File: src/hw/esr_defs.svh
// What this block does
// - Sequential read starts like a current or random read; master acknowledges bytes.
// - On master acknowledge, the next byte shifts out with no further command.
// - Address counter increments by one after every byte output.
// - After the highest location the counter wraps to zero.
// - No acknowledge after a read byte releases data and returns to standby.
// - After a matching read select, output the byte at the address counter.
// - Byte address is sixteen bits; unused upper bits are ignored.
`ifndef ESR_DEFS_SVH
`define ESR_DEFS_SVH

`define ESR_ADDR_W 16
`define ESR_DATA_W 8
`define ESR_SEL_CODE 7'h50
`define ESR_ADDR_RST 16'h0000
`define ESR_FIFO_DEPTH 32
`define ESR_BIT_LAST 4'h7
`define ESR_BIT_SEL 4'h8
`define ESR_IDLE_BYTE 8'hff

`endif

File: src/hw/esr_pkg.sv
`include "esr_defs.svh"

package esr_pkg;
   typedef logic [`ESR_ADDR_W-1:0] esr_addr_t;
   typedef logic [`ESR_DATA_W-1:0] esr_data_t;

   // Prefetched byte with the location it came from
   typedef struct packed {
      esr_addr_t addr;
      esr_data_t data;
   } esr_word_t;

   typedef enum logic [4:0] {
      ESR_IDLE = 5'h01,
      ESR_SEL = 5'h02,
      ESR_SELACK = 5'h04,
      ESR_TX = 5'h08,
      ESR_MACK = 5'h10
   } esr_state_t;
endpackage : esr_pkg

File: src/hw/esr_fifo.sv
`include "esr_defs.svh"

module esr_fifo #(
   parameter int WIDTH = 24,
   parameter int DEPTH = `ESR_FIFO_DEPTH
) (
   // Clock and reset
   input wire logic clk,
   input wire logic rst,
   input wire logic flush,
   // Fill side
   input wire logic in_valid,
   output logic in_ready,
   input wire logic [WIDTH-1:0] in_data,
   // Drain side
   output logic out_valid,
   input wire logic out_ready,
   output logic [WIDTH-1:0] out_data
);
   localparam int AW = $clog2(DEPTH);

   logic [WIDTH-1:0] mem [DEPTH];
   logic [AW:0] wr_q;
   logic [AW:0] rd_q;
   logic push;
   logic pop;

   assign in_ready = (wr_q - rd_q) != (AW+1)'(DEPTH);
   assign out_valid = wr_q != rd_q;
   assign out_data = mem[rd_q[AW-1:0]];
   assign push = in_valid & in_ready;
   assign pop = out_valid & out_ready;

   always_ff @(posedge clk) begin
      if (push) begin
         mem[wr_q[AW-1:0]] <= in_data;
      end
   end

   always_ff @(posedge clk) begin
      if (rst || flush) begin
         wr_q <= '0;
         rd_q <= '0;
      end else begin
         if (push) begin
            wr_q <= wr_q + (AW+1)'(1);
         end
         if (pop) begin
            rd_q <= rd_q + (AW+1)'(1);
         end
      end
   end
endmodule : esr_fifo

File: src/hw/esr_seq_read.sv
`include "esr_defs.svh"

module esr_seq_read #(
   parameter int MEM_BITS = `ESR_ADDR_W,
   parameter int FIFO_DEPTH = `ESR_FIFO_DEPTH
) (
   // Clock and reset
   input wire logic ref_clk,
   input wire logic rst,
   // Two-wire pins
   input wire logic scl_i,
   input wire logic sda_i,
   output logic sda_o,
   output logic sda_oe,
   // Synchronous memory read port, data one cycle after enable
   output logic mem_rd_en,
   output esr_pkg::esr_addr_t mem_rd_addr,
   input wire esr_pkg::esr_data_t mem_rd_data,
   // Address load from the write side
   input wire logic addr_load_valid,
   input wire esr_pkg::esr_addr_t addr_load,
   // Status
   output esr_pkg::esr_addr_t addr_count,
   output logic reading
);
   import esr_pkg::*;

   localparam esr_addr_t ADDR_MASK = esr_addr_t'((33'h1 << MEM_BITS) - 33'h1);

   function automatic esr_addr_t next_addr(input esr_addr_t a);
      return (a + esr_addr_t'(1)) & ADDR_MASK;
   endfunction : next_addr

   function automatic logic sel_read(input esr_data_t b);
      return (b[7:1] == `ESR_SEL_CODE) && b[0];
   endfunction : sel_read

   logic [1:0] scl_sync_q;
   logic [1:0] sda_sync_q;
   logic scl_q;
   logic sda_q;
   logic scl_s;
   logic sda_s;
   logic scl_rise;
   logic scl_fall;
   logic start_det;
   logic stop_det;

   esr_state_t st_q;
   logic [3:0] bit_cnt_q;
   esr_data_t rx_q;
   esr_data_t tx_q;
   logic ack_q;
   logic sda_oe_q;
   logic reading_q;
   esr_addr_t addr_count_q;

   esr_addr_t fetch_addr_q;
   logic mem_rd_en_q;
   esr_addr_t mem_rd_addr_q;
   logic push_q;
   esr_addr_t push_addr_q;

   esr_word_t fifo_in;
   esr_word_t fifo_out;
   logic fifo_in_ready;
   logic fifo_out_valid;
   logic load;
   esr_data_t load_byte;
   logic nack_end;
   logic sel_reject;
   logic flush;
   logic issue;

   // Pins are asynchronous to ref_clk
   always_ff @(posedge ref_clk) begin
      if (rst) begin
         scl_sync_q <= 2'h3;
         sda_sync_q <= 2'h3;
         scl_q <= 1'b1;
         sda_q <= 1'b1;
      end else begin
         scl_sync_q <= {scl_sync_q[0], scl_i};
         sda_sync_q <= {sda_sync_q[0], sda_i};
         scl_q <= scl_sync_q[1];
         sda_q <= sda_sync_q[1];
      end
   end

   assign scl_s = scl_sync_q[1];
   assign sda_s = sda_sync_q[1];
   assign scl_rise = scl_s & ~scl_q;
   assign scl_fall = ~scl_s & scl_q;
   assign start_det = scl_s & scl_q & sda_q & ~sda_s;
   assign stop_det = scl_s & scl_q & ~sda_q & sda_s;

   // Byte handed to the shifter at the end of an acknowledge slot
   assign load = scl_fall && ((st_q == ESR_SELACK) || ((st_q == ESR_MACK) && ack_q));
   // Prefetch keeps far ahead of the bit rate; an empty queue reads as released
   assign load_byte = fifo_out_valid ? fifo_out.data : `ESR_IDLE_BYTE;
   assign nack_end = (st_q == ESR_MACK) && scl_rise && sda_s;
   assign sel_reject = (st_q == ESR_SEL) && scl_fall && (bit_cnt_q == `ESR_BIT_SEL) && !sel_read(rx_q);

   always_ff @(posedge ref_clk) begin
      if (rst) begin
         st_q <= ESR_IDLE;
         bit_cnt_q <= 4'h0;
         rx_q <= 8'h00;
         tx_q <= 8'h00;
         ack_q <= 1'b0;
         sda_oe_q <= 1'b0;
      end else if (stop_det) begin
         st_q <= ESR_IDLE;
         sda_oe_q <= 1'b0;
      end else if (start_det) begin
         st_q <= ESR_SEL;
         bit_cnt_q <= 4'h0;
         sda_oe_q <= 1'b0;
      end else begin
         unique case (st_q)
            ESR_IDLE: begin
            end
            ESR_SEL: begin
               if (scl_rise) begin
                  rx_q <= {rx_q[6:0], sda_s};
                  bit_cnt_q <= bit_cnt_q + 4'h1;
               end else if (scl_fall && bit_cnt_q == `ESR_BIT_SEL) begin
                  if (sel_read(rx_q)) begin
                     st_q <= ESR_SELACK;
                     sda_oe_q <= 1'b1;
                  end else begin
                     st_q <= ESR_IDLE;
                  end
               end
            end
            ESR_SELACK: begin
               if (load) begin
                  tx_q <= load_byte;
                  sda_oe_q <= ~load_byte[7];
                  bit_cnt_q <= 4'h0;
                  st_q <= ESR_TX;
               end
            end
            ESR_TX: begin
               if (scl_fall) begin
                  if (bit_cnt_q == `ESR_BIT_LAST) begin
                     sda_oe_q <= 1'b0;
                     ack_q <= 1'b0;
                     st_q <= ESR_MACK;
                  end else begin
                     tx_q <= {tx_q[6:0], 1'b0};
                     sda_oe_q <= ~tx_q[6];
                     bit_cnt_q <= bit_cnt_q + 4'h1;
                  end
               end
            end
            ESR_MACK: begin
               if (nack_end) begin
                  st_q <= ESR_IDLE;
               end else if (scl_rise) begin
                  ack_q <= 1'b1;
               end else if (load) begin
                  tx_q <= load_byte;
                  sda_oe_q <= ~load_byte[7];
                  bit_cnt_q <= 4'h0;
                  st_q <= ESR_TX;
               end
            end
         endcase
      end
   end

   always_ff @(posedge ref_clk) begin
      if (rst) begin
         reading_q <= 1'b0;
      end else begin
         reading_q <= (st_q == ESR_SELACK) || (st_q == ESR_TX) || (st_q == ESR_MACK);
      end
   end

   // Committed counter moves only on an address load or when a byte is really handed out
   always_ff @(posedge ref_clk) begin
      if (rst) begin
         addr_count_q <= `ESR_ADDR_RST;
      end else if (addr_load_valid) begin
         addr_count_q <= addr_load & ADDR_MASK;
      end else if (load && fifo_out_valid) begin
         addr_count_q <= next_addr(fifo_out.addr);
      end
   end

   // Speculative fetches are dropped whenever the stream may break
   assign flush = start_det | stop_det | nack_end | sel_reject | addr_load_valid;
   assign issue = fifo_in_ready & ~mem_rd_en_q & ~push_q;

   always_ff @(posedge ref_clk) begin
      if (rst) begin
         fetch_addr_q <= `ESR_ADDR_RST;
         mem_rd_en_q <= 1'b0;
         mem_rd_addr_q <= `ESR_ADDR_RST;
         push_q <= 1'b0;
         push_addr_q <= `ESR_ADDR_RST;
      end else if (flush) begin
         fetch_addr_q <= addr_load_valid ? (addr_load & ADDR_MASK) : addr_count_q;
         mem_rd_en_q <= 1'b0;
         push_q <= 1'b0;
      end else begin
         mem_rd_en_q <= issue;
         push_q <= mem_rd_en_q;
         push_addr_q <= mem_rd_addr_q;
         if (issue) begin
            mem_rd_addr_q <= fetch_addr_q;
            fetch_addr_q <= next_addr(fetch_addr_q);
         end
      end
   end

   assign fifo_in = '{addr: push_addr_q, data: mem_rd_data};

   esr_fifo #(
      .WIDTH($bits(esr_word_t)),
      .DEPTH(FIFO_DEPTH)
   ) u_fifo (
      .clk(ref_clk),
      .rst(rst),
      .flush(flush),
      .in_valid(push_q),
      .in_ready(fifo_in_ready),
      .in_data(fifo_in),
      .out_valid(fifo_out_valid),
      .out_ready(load),
      .out_data(fifo_out)
   );

   assign sda_o = 1'b0;
   assign sda_oe = sda_oe_q;
   assign mem_rd_en = mem_rd_en_q;
   assign mem_rd_addr = mem_rd_addr_q;
   assign addr_count = addr_count_q;
   assign reading = reading_q;

   property p_sel_ack;
      @(posedge ref_clk) disable iff (rst)
      (st_q == ESR_SEL && scl_fall && bit_cnt_q == `ESR_BIT_SEL && sel_read(rx_q) && !start_det && !stop_det)
         |=> (st_q == ESR_SELACK) && sda_oe;
   endproperty
   a_sel_ack: assert property (p_sel_ack) else $error("read select not acknowledged");

   property p_ack_continues;
      @(posedge ref_clk) disable iff (rst)
      (st_q == ESR_MACK && ack_q && scl_fall && !start_det && !stop_det) |=> st_q == ESR_TX && bit_cnt_q == 4'h0;
   endproperty
   a_ack_continues: assert property (p_ack_continues) else $error("no next byte after ack");

   property p_inc;
      @(posedge ref_clk) disable iff (rst)
      (load && fifo_out_valid && !addr_load_valid) |=> addr_count_q == next_addr($past(fifo_out.addr));
   endproperty
   a_inc: assert property (p_inc) else $error("counter not incremented");

   property p_wrap;
      @(posedge ref_clk) disable iff (rst)
      (load && fifo_out_valid && !addr_load_valid && fifo_out.addr == ADDR_MASK) |=> addr_count_q == 16'h0000;
   endproperty
   a_wrap: assert property (p_wrap) else $error("counter did not wrap");

   property p_nack_idle;
      @(posedge ref_clk) disable iff (rst)
      (nack_end && !stop_det && !start_det) |=> (st_q == ESR_IDLE) && !sda_oe ##1 !reading;
   endproperty
   a_nack_idle: assert property (p_nack_idle) else $error("no standby after nack");

   property p_first_byte;
      @(posedge ref_clk) disable iff (rst)
      (st_q == ESR_SELACK && load && fifo_out_valid) |-> fifo_out.addr == addr_count_q;
   endproperty
   a_first_byte: assert property (p_first_byte) else $error("byte not from counter address");

   property p_mask;
      @(posedge ref_clk) disable iff (rst)
      ((addr_count_q & ~ADDR_MASK) == 16'h0000) && ((mem_rd_addr_q & ~ADDR_MASK) == 16'h0000);
   endproperty
   a_mask: assert property (p_mask) else $error("unused address bits set");

   property p_msb_first;
      @(posedge ref_clk) disable iff (rst)
      (st_q == ESR_TX && scl_fall && bit_cnt_q != `ESR_BIT_LAST && !start_det && !stop_det)
         |=> sda_oe == !$past(tx_q[6]) && bit_cnt_q == $past(bit_cnt_q) + 4'h1;
   endproperty
   a_msb_first: assert property (p_msb_first) else $error("bit order broken");

   property p_ack_slot;
      @(posedge ref_clk) disable iff (rst)
      $rose(st_q == ESR_MACK) |-> !sda_oe && $past(bit_cnt_q) == `ESR_BIT_LAST;
   endproperty
   a_ack_slot: assert property (p_ack_slot) else $error("ack slot not after eight bits");

   property p_stop;
      @(posedge ref_clk) disable iff (rst)
      stop_det |=> st_q == ESR_IDLE && !sda_oe;
   endproperty
   a_stop: assert property (p_stop) else $error("stop not honoured");
endmodule : esr_seq_read

File: config.mk
export PLATFORM = sky130hd
export DESIGN_NAME = esr_seq_read
export DESIGN_NICKNAME = d
export VERILOG_FILES = /design/src/hw/esr_pkg.sv /design/src/hw/esr_fifo.sv /design/src/hw/esr_seq_read.sv
export VERILOG_INCLUDE_DIRS = /design/src /design/src/hw
export SDC_FILE = /design/constraint.sdc
export NUM_CORES = 1
export LEC_CHECK = 0
export BUFFER_PORTS_ARGS = -buffer_cell sky130_fd_sc_hd__buf_2
export CORE_MARGIN = 5
export CORE_UTILIZATION = 47
export DETAILED_ROUTE_END_ITERATION = 8
export SLEW_MARGIN = 20
export SYNTH_ARGS = -nofsm -noshare
export SYNTH_HDL_FRONTEND = slang
export SYNTH_HIERARCHICAL = 1
export SYNTH_SLANG_ARGS = --single-unit
File: constraint.sdc
create_clock -name ref_clk -period 3.5 [get_ports ref_clk]
set_input_delay 0.35 -clock ref_clk [delete_from_list [all_inputs] [get_ports ref_clk]]
set_output_delay 0.35 -clock ref_clk [all_outputs]
set_load 0.005 [all_outputs]
==> results.yml <==
synth:
  ys_seq_area_frac: 0.719
  syn_area_per_cell_um2: 18.7
  synthCells: 1890
  synth-seq-cells: 884
  async_reset_ff_frac: 0
  yosysWarnings: 6
  ys.flop_type: "edfxtp_1"
  syn_nets: 1933
  synthesis.area_um2: 35300
  yosysUniqueCellTypes: 66
  synth_edf_count: 768
route:
  route.vias.total: 19243
  drc: 0
  top_layer_used: "met4"
  finalWirelength_um: 89600
  wl_met2_um: 43600
  wl_per_cell_um: 28.8
  wirelength_met1_um: 38300
  met3_length_um: 6010
  vias_per_cell: 6.18
  drt_iter0_markers: 1862
  drtAntennaViolNets: 0
  drtPass1Iterations: 5
clocking:
  clk_latency_ns: 0.65
  hold_buffers: 11
  numClockSinks: 884
  cts_setup_buffers: 0
  clockBufferDepth: 3
  cts-root-buf: "clkbuf_16"
  cts_tree: "done"
  h-tree-depth: 3
  cts_resized: 0
  path_clk_slew_ns: 0.06
  cts_buffers: 95
critical_path:
  critPathKind: "reg2reg"
  rrSetupSlack_ns: 0.24
  worstSetupStartpointType: "flop"
  endpoint_kind: "flop"
  crit_fanout: 25
  r2r-end: "addr_count[13]$_SDFFE_PP0P_"
  critical-path-max-stage-delay_ns: 0.51
  cp.arrival_ns: 3.83
  worst_path_max_delay_cell: "mux4_2"
  reg2reg_depth: 10
  cp_data_required_time_ns: 4.07
  path_cells: "buf_12 > buf_12 > mux4_2 > mux4_2 > mux2_2 > nand4_1 > or2_2 > o21ai_0 > a311o_1 > a21oi_1"
die:
  initial_core_util: 0.474
  dieArea_um2: 80700
  io_pins: 65
  chipHeight_um: 284
  die_w_um: 284
  core_um2: 74400
  rows: 100
timing:
  rsz0062_at_grt: "no"
  min_period_ns: 3.26
  finClkSkew_ns: 0.0283
  worstMarginPinSlew_ns: 1.05
  min_period_over_period: 0.931
  tns_ns: 0
  slew_violations: 0
  setup_viol: 0
  hold_slack_ns: 0.0320
  fmax_mhz: 307
  slew_headroom: 0.300
  fin_ws_ns: 0.240
  hold_viol: 0
global_routing:
  grt_use_total: 0.221
  grt_pass1_vias: 19147
  grt_max_degree: 64
  grt_pass1_wl_um: 132000
  overflow: 0
  antenna_found_initial: 1
placement:
  gp_congestion: 0.846
  dp_slack_ns: 0.246
  dp_cells: 2926
  portBuffers: 63
  dp_hpwl_um: 53400
power:
  power_uw: 21400
  powerDensity_nw_per_um2: 518
  p_leak_uw: 0.0127
  irDropWorstVdd_v: 0.000398
flow_run:
  drv_cap: 0
outcome:
  status: "finished clean"
min_path:
  worstHoldPathCells: 4
  hold_class: "in2reg"
  min_from: "addr_load[1]"
  hold_path_end: "addr_count[1]$_SDFFE_PP0P_"
cells_and_area:
  drive_gt1_frac: 0.308
  fin_cells: 3115
  nNetsFinal: 2110
  syn2layout_area_growth_pct: 17.1
  fill_cells: 5614
-- power by group --
part / leakage (uW) / switching [uW] / internal (uW)
Combinational: 0.00341 / 236 / 134
Clock: 0.00147 / 4060 / 5470
Sequential: 0.00779 / 81.9 / 11400
-- cell usage after synthesis (13+ instances only) --
library cell    n  area, um^2
nor3_1         25         125
nand4_1        28         175
o31ai_1        18         135
or3_1          13        81.3
mux2_2         24         270
buf_2          28         140
a21oi_1        69         345
mux4_2        240        5410
ha_1           14         175
edfxtp_1      768       23100
clkbuf_1       67         251
mux2i_1        13         130
nand3_1        31         155
dfxtp_1       116        2320
nand2_1        51         191
a211oi_1       17         128
inv_1          25        93.8
xnor2_1        22         193
nor2_1         98         368
nand2b_1       17         106
o21ai_0        42         210
-- placed cells by master, fill, tap and decap left out, drive strengths merged, types with 9 or more instances in the layout --
cell type,count
a211oi,17
a21oi,70
a311oi,9
buf,182
clkbuf,116
clkinv,50
dfxtp,116
dlygate4sd3,11
edfxtp,768
ha,14
inv,29
mux2,24
mux2i,13
mux4,240
nand2,51
nand2b,17
nand3,31
nand4,28
nor2,98
nor3,25
o21a,12
o21ai,45
o31ai,18
or2,11
or3,13
xnor2,22
xor2,12
-- critical path: cells and delay by family, from the launching register on --
family / cells / cell delay [ns]
buffers and inverters: 2 / 0.43
multiplexers: 3 / 1.39
flip-flops: 1 / 0.39
AND/OR/NAND/NOR: 2 / 0.31
AO/OA/AOI/OAI: 3 / 0.61
-- per-layer routing --
metal / global-route usage / up-vias
met5: 0 / -
li1: - / 8109
met1: 0.322 / 10286
met3: 0.0349 / 120
met2: 0.356 / 728
met4: 0.0512 / 0
-- state kept, by name, indices dropped and copies added, names as in the netlist, named ones only --
| register | cells |
|---|---|
| bit_cnt_q | 4 |
| tx_q | 7 |
| u_fifo/mem | 768 |
| fetch_addr_q | 16 |
| mem_rd_en | 1 |
| sda_q | 1 |
| st_q | 5 |
| addr_count | 16 |
| sda_sync_q | 2 |
| rx_q | 8 |
| scl_sync_q | 2 |
| mem_rd_addr | 16 |
| sda_oe | 1 |
| push_q | 1 |
| scl_q | 1 |
| u_fifo/rd_q | 6 |
| reading | 1 |
| ack_q | 1 |
| u_fifo/wr_q | 6 |
| push_addr_q | 16 |
-- logic make-up (layout without fill, tap and decap cells) --
family / after synthesis / after routing / synth area share
flip-flops: 884 / 884 / 0.719
AO/OA/AOI/OAI: 224 / 224 / 0.0418
adder cells (fa/ha/maj): 14 / 14 / 0.00496
other: 1 / 2 / 0.000106
AND/OR/NAND/NOR: 316 / 316 / 0.0447
buffers and inverters: 140 / 395 / 0.0170
multiplexers: 277 / 277 / 0.164
XOR/XNOR: 34 / 34 / 0.00843
-- layout make-up --
type,instances,area [um^2],area share
clock inverter,59,484,0.0117
antenna,1,2.50,0.0000605
tap,969,1210,0.0293
clock buffer,116,2500,0.0604
timing repair buffer,193,2010,0.0487
sequential,884,25400,0.615
multi-input combinational,866,9630,0.233
inverter,27,101,0.00245
-- through the flow --
stage                     cell area (um^2)   util
after floorplan                      35300      -
after global placement               38200  0.513
after detailed placement             38200  0.513
after CTS                            41300  0.554
after global routing                 41300  0.555
final                                41300  0.555
-- worst max path at each step --
stage | endpoint | slack (ns) | depth (start not counted)
CTS | addr_count[15]$_SDFFE_PP0P_ | 0.22 | 9
floorplan | u_fifo/mem[28][0]$_DFFE_PP_ | 0.09 | 8
global route | flop | 0.03 | 7
global placement | addr_count[15]$_SDFFE_PP0P_ | 0.26 | 9
finish | addr_count[13]$_SDFFE_PP0P_ | 0.24 | 10
detailed placement | addr_count[15]$_SDFFE_PP0P_ | 0.25 | 9
Power figures use the tool's default switching activity.
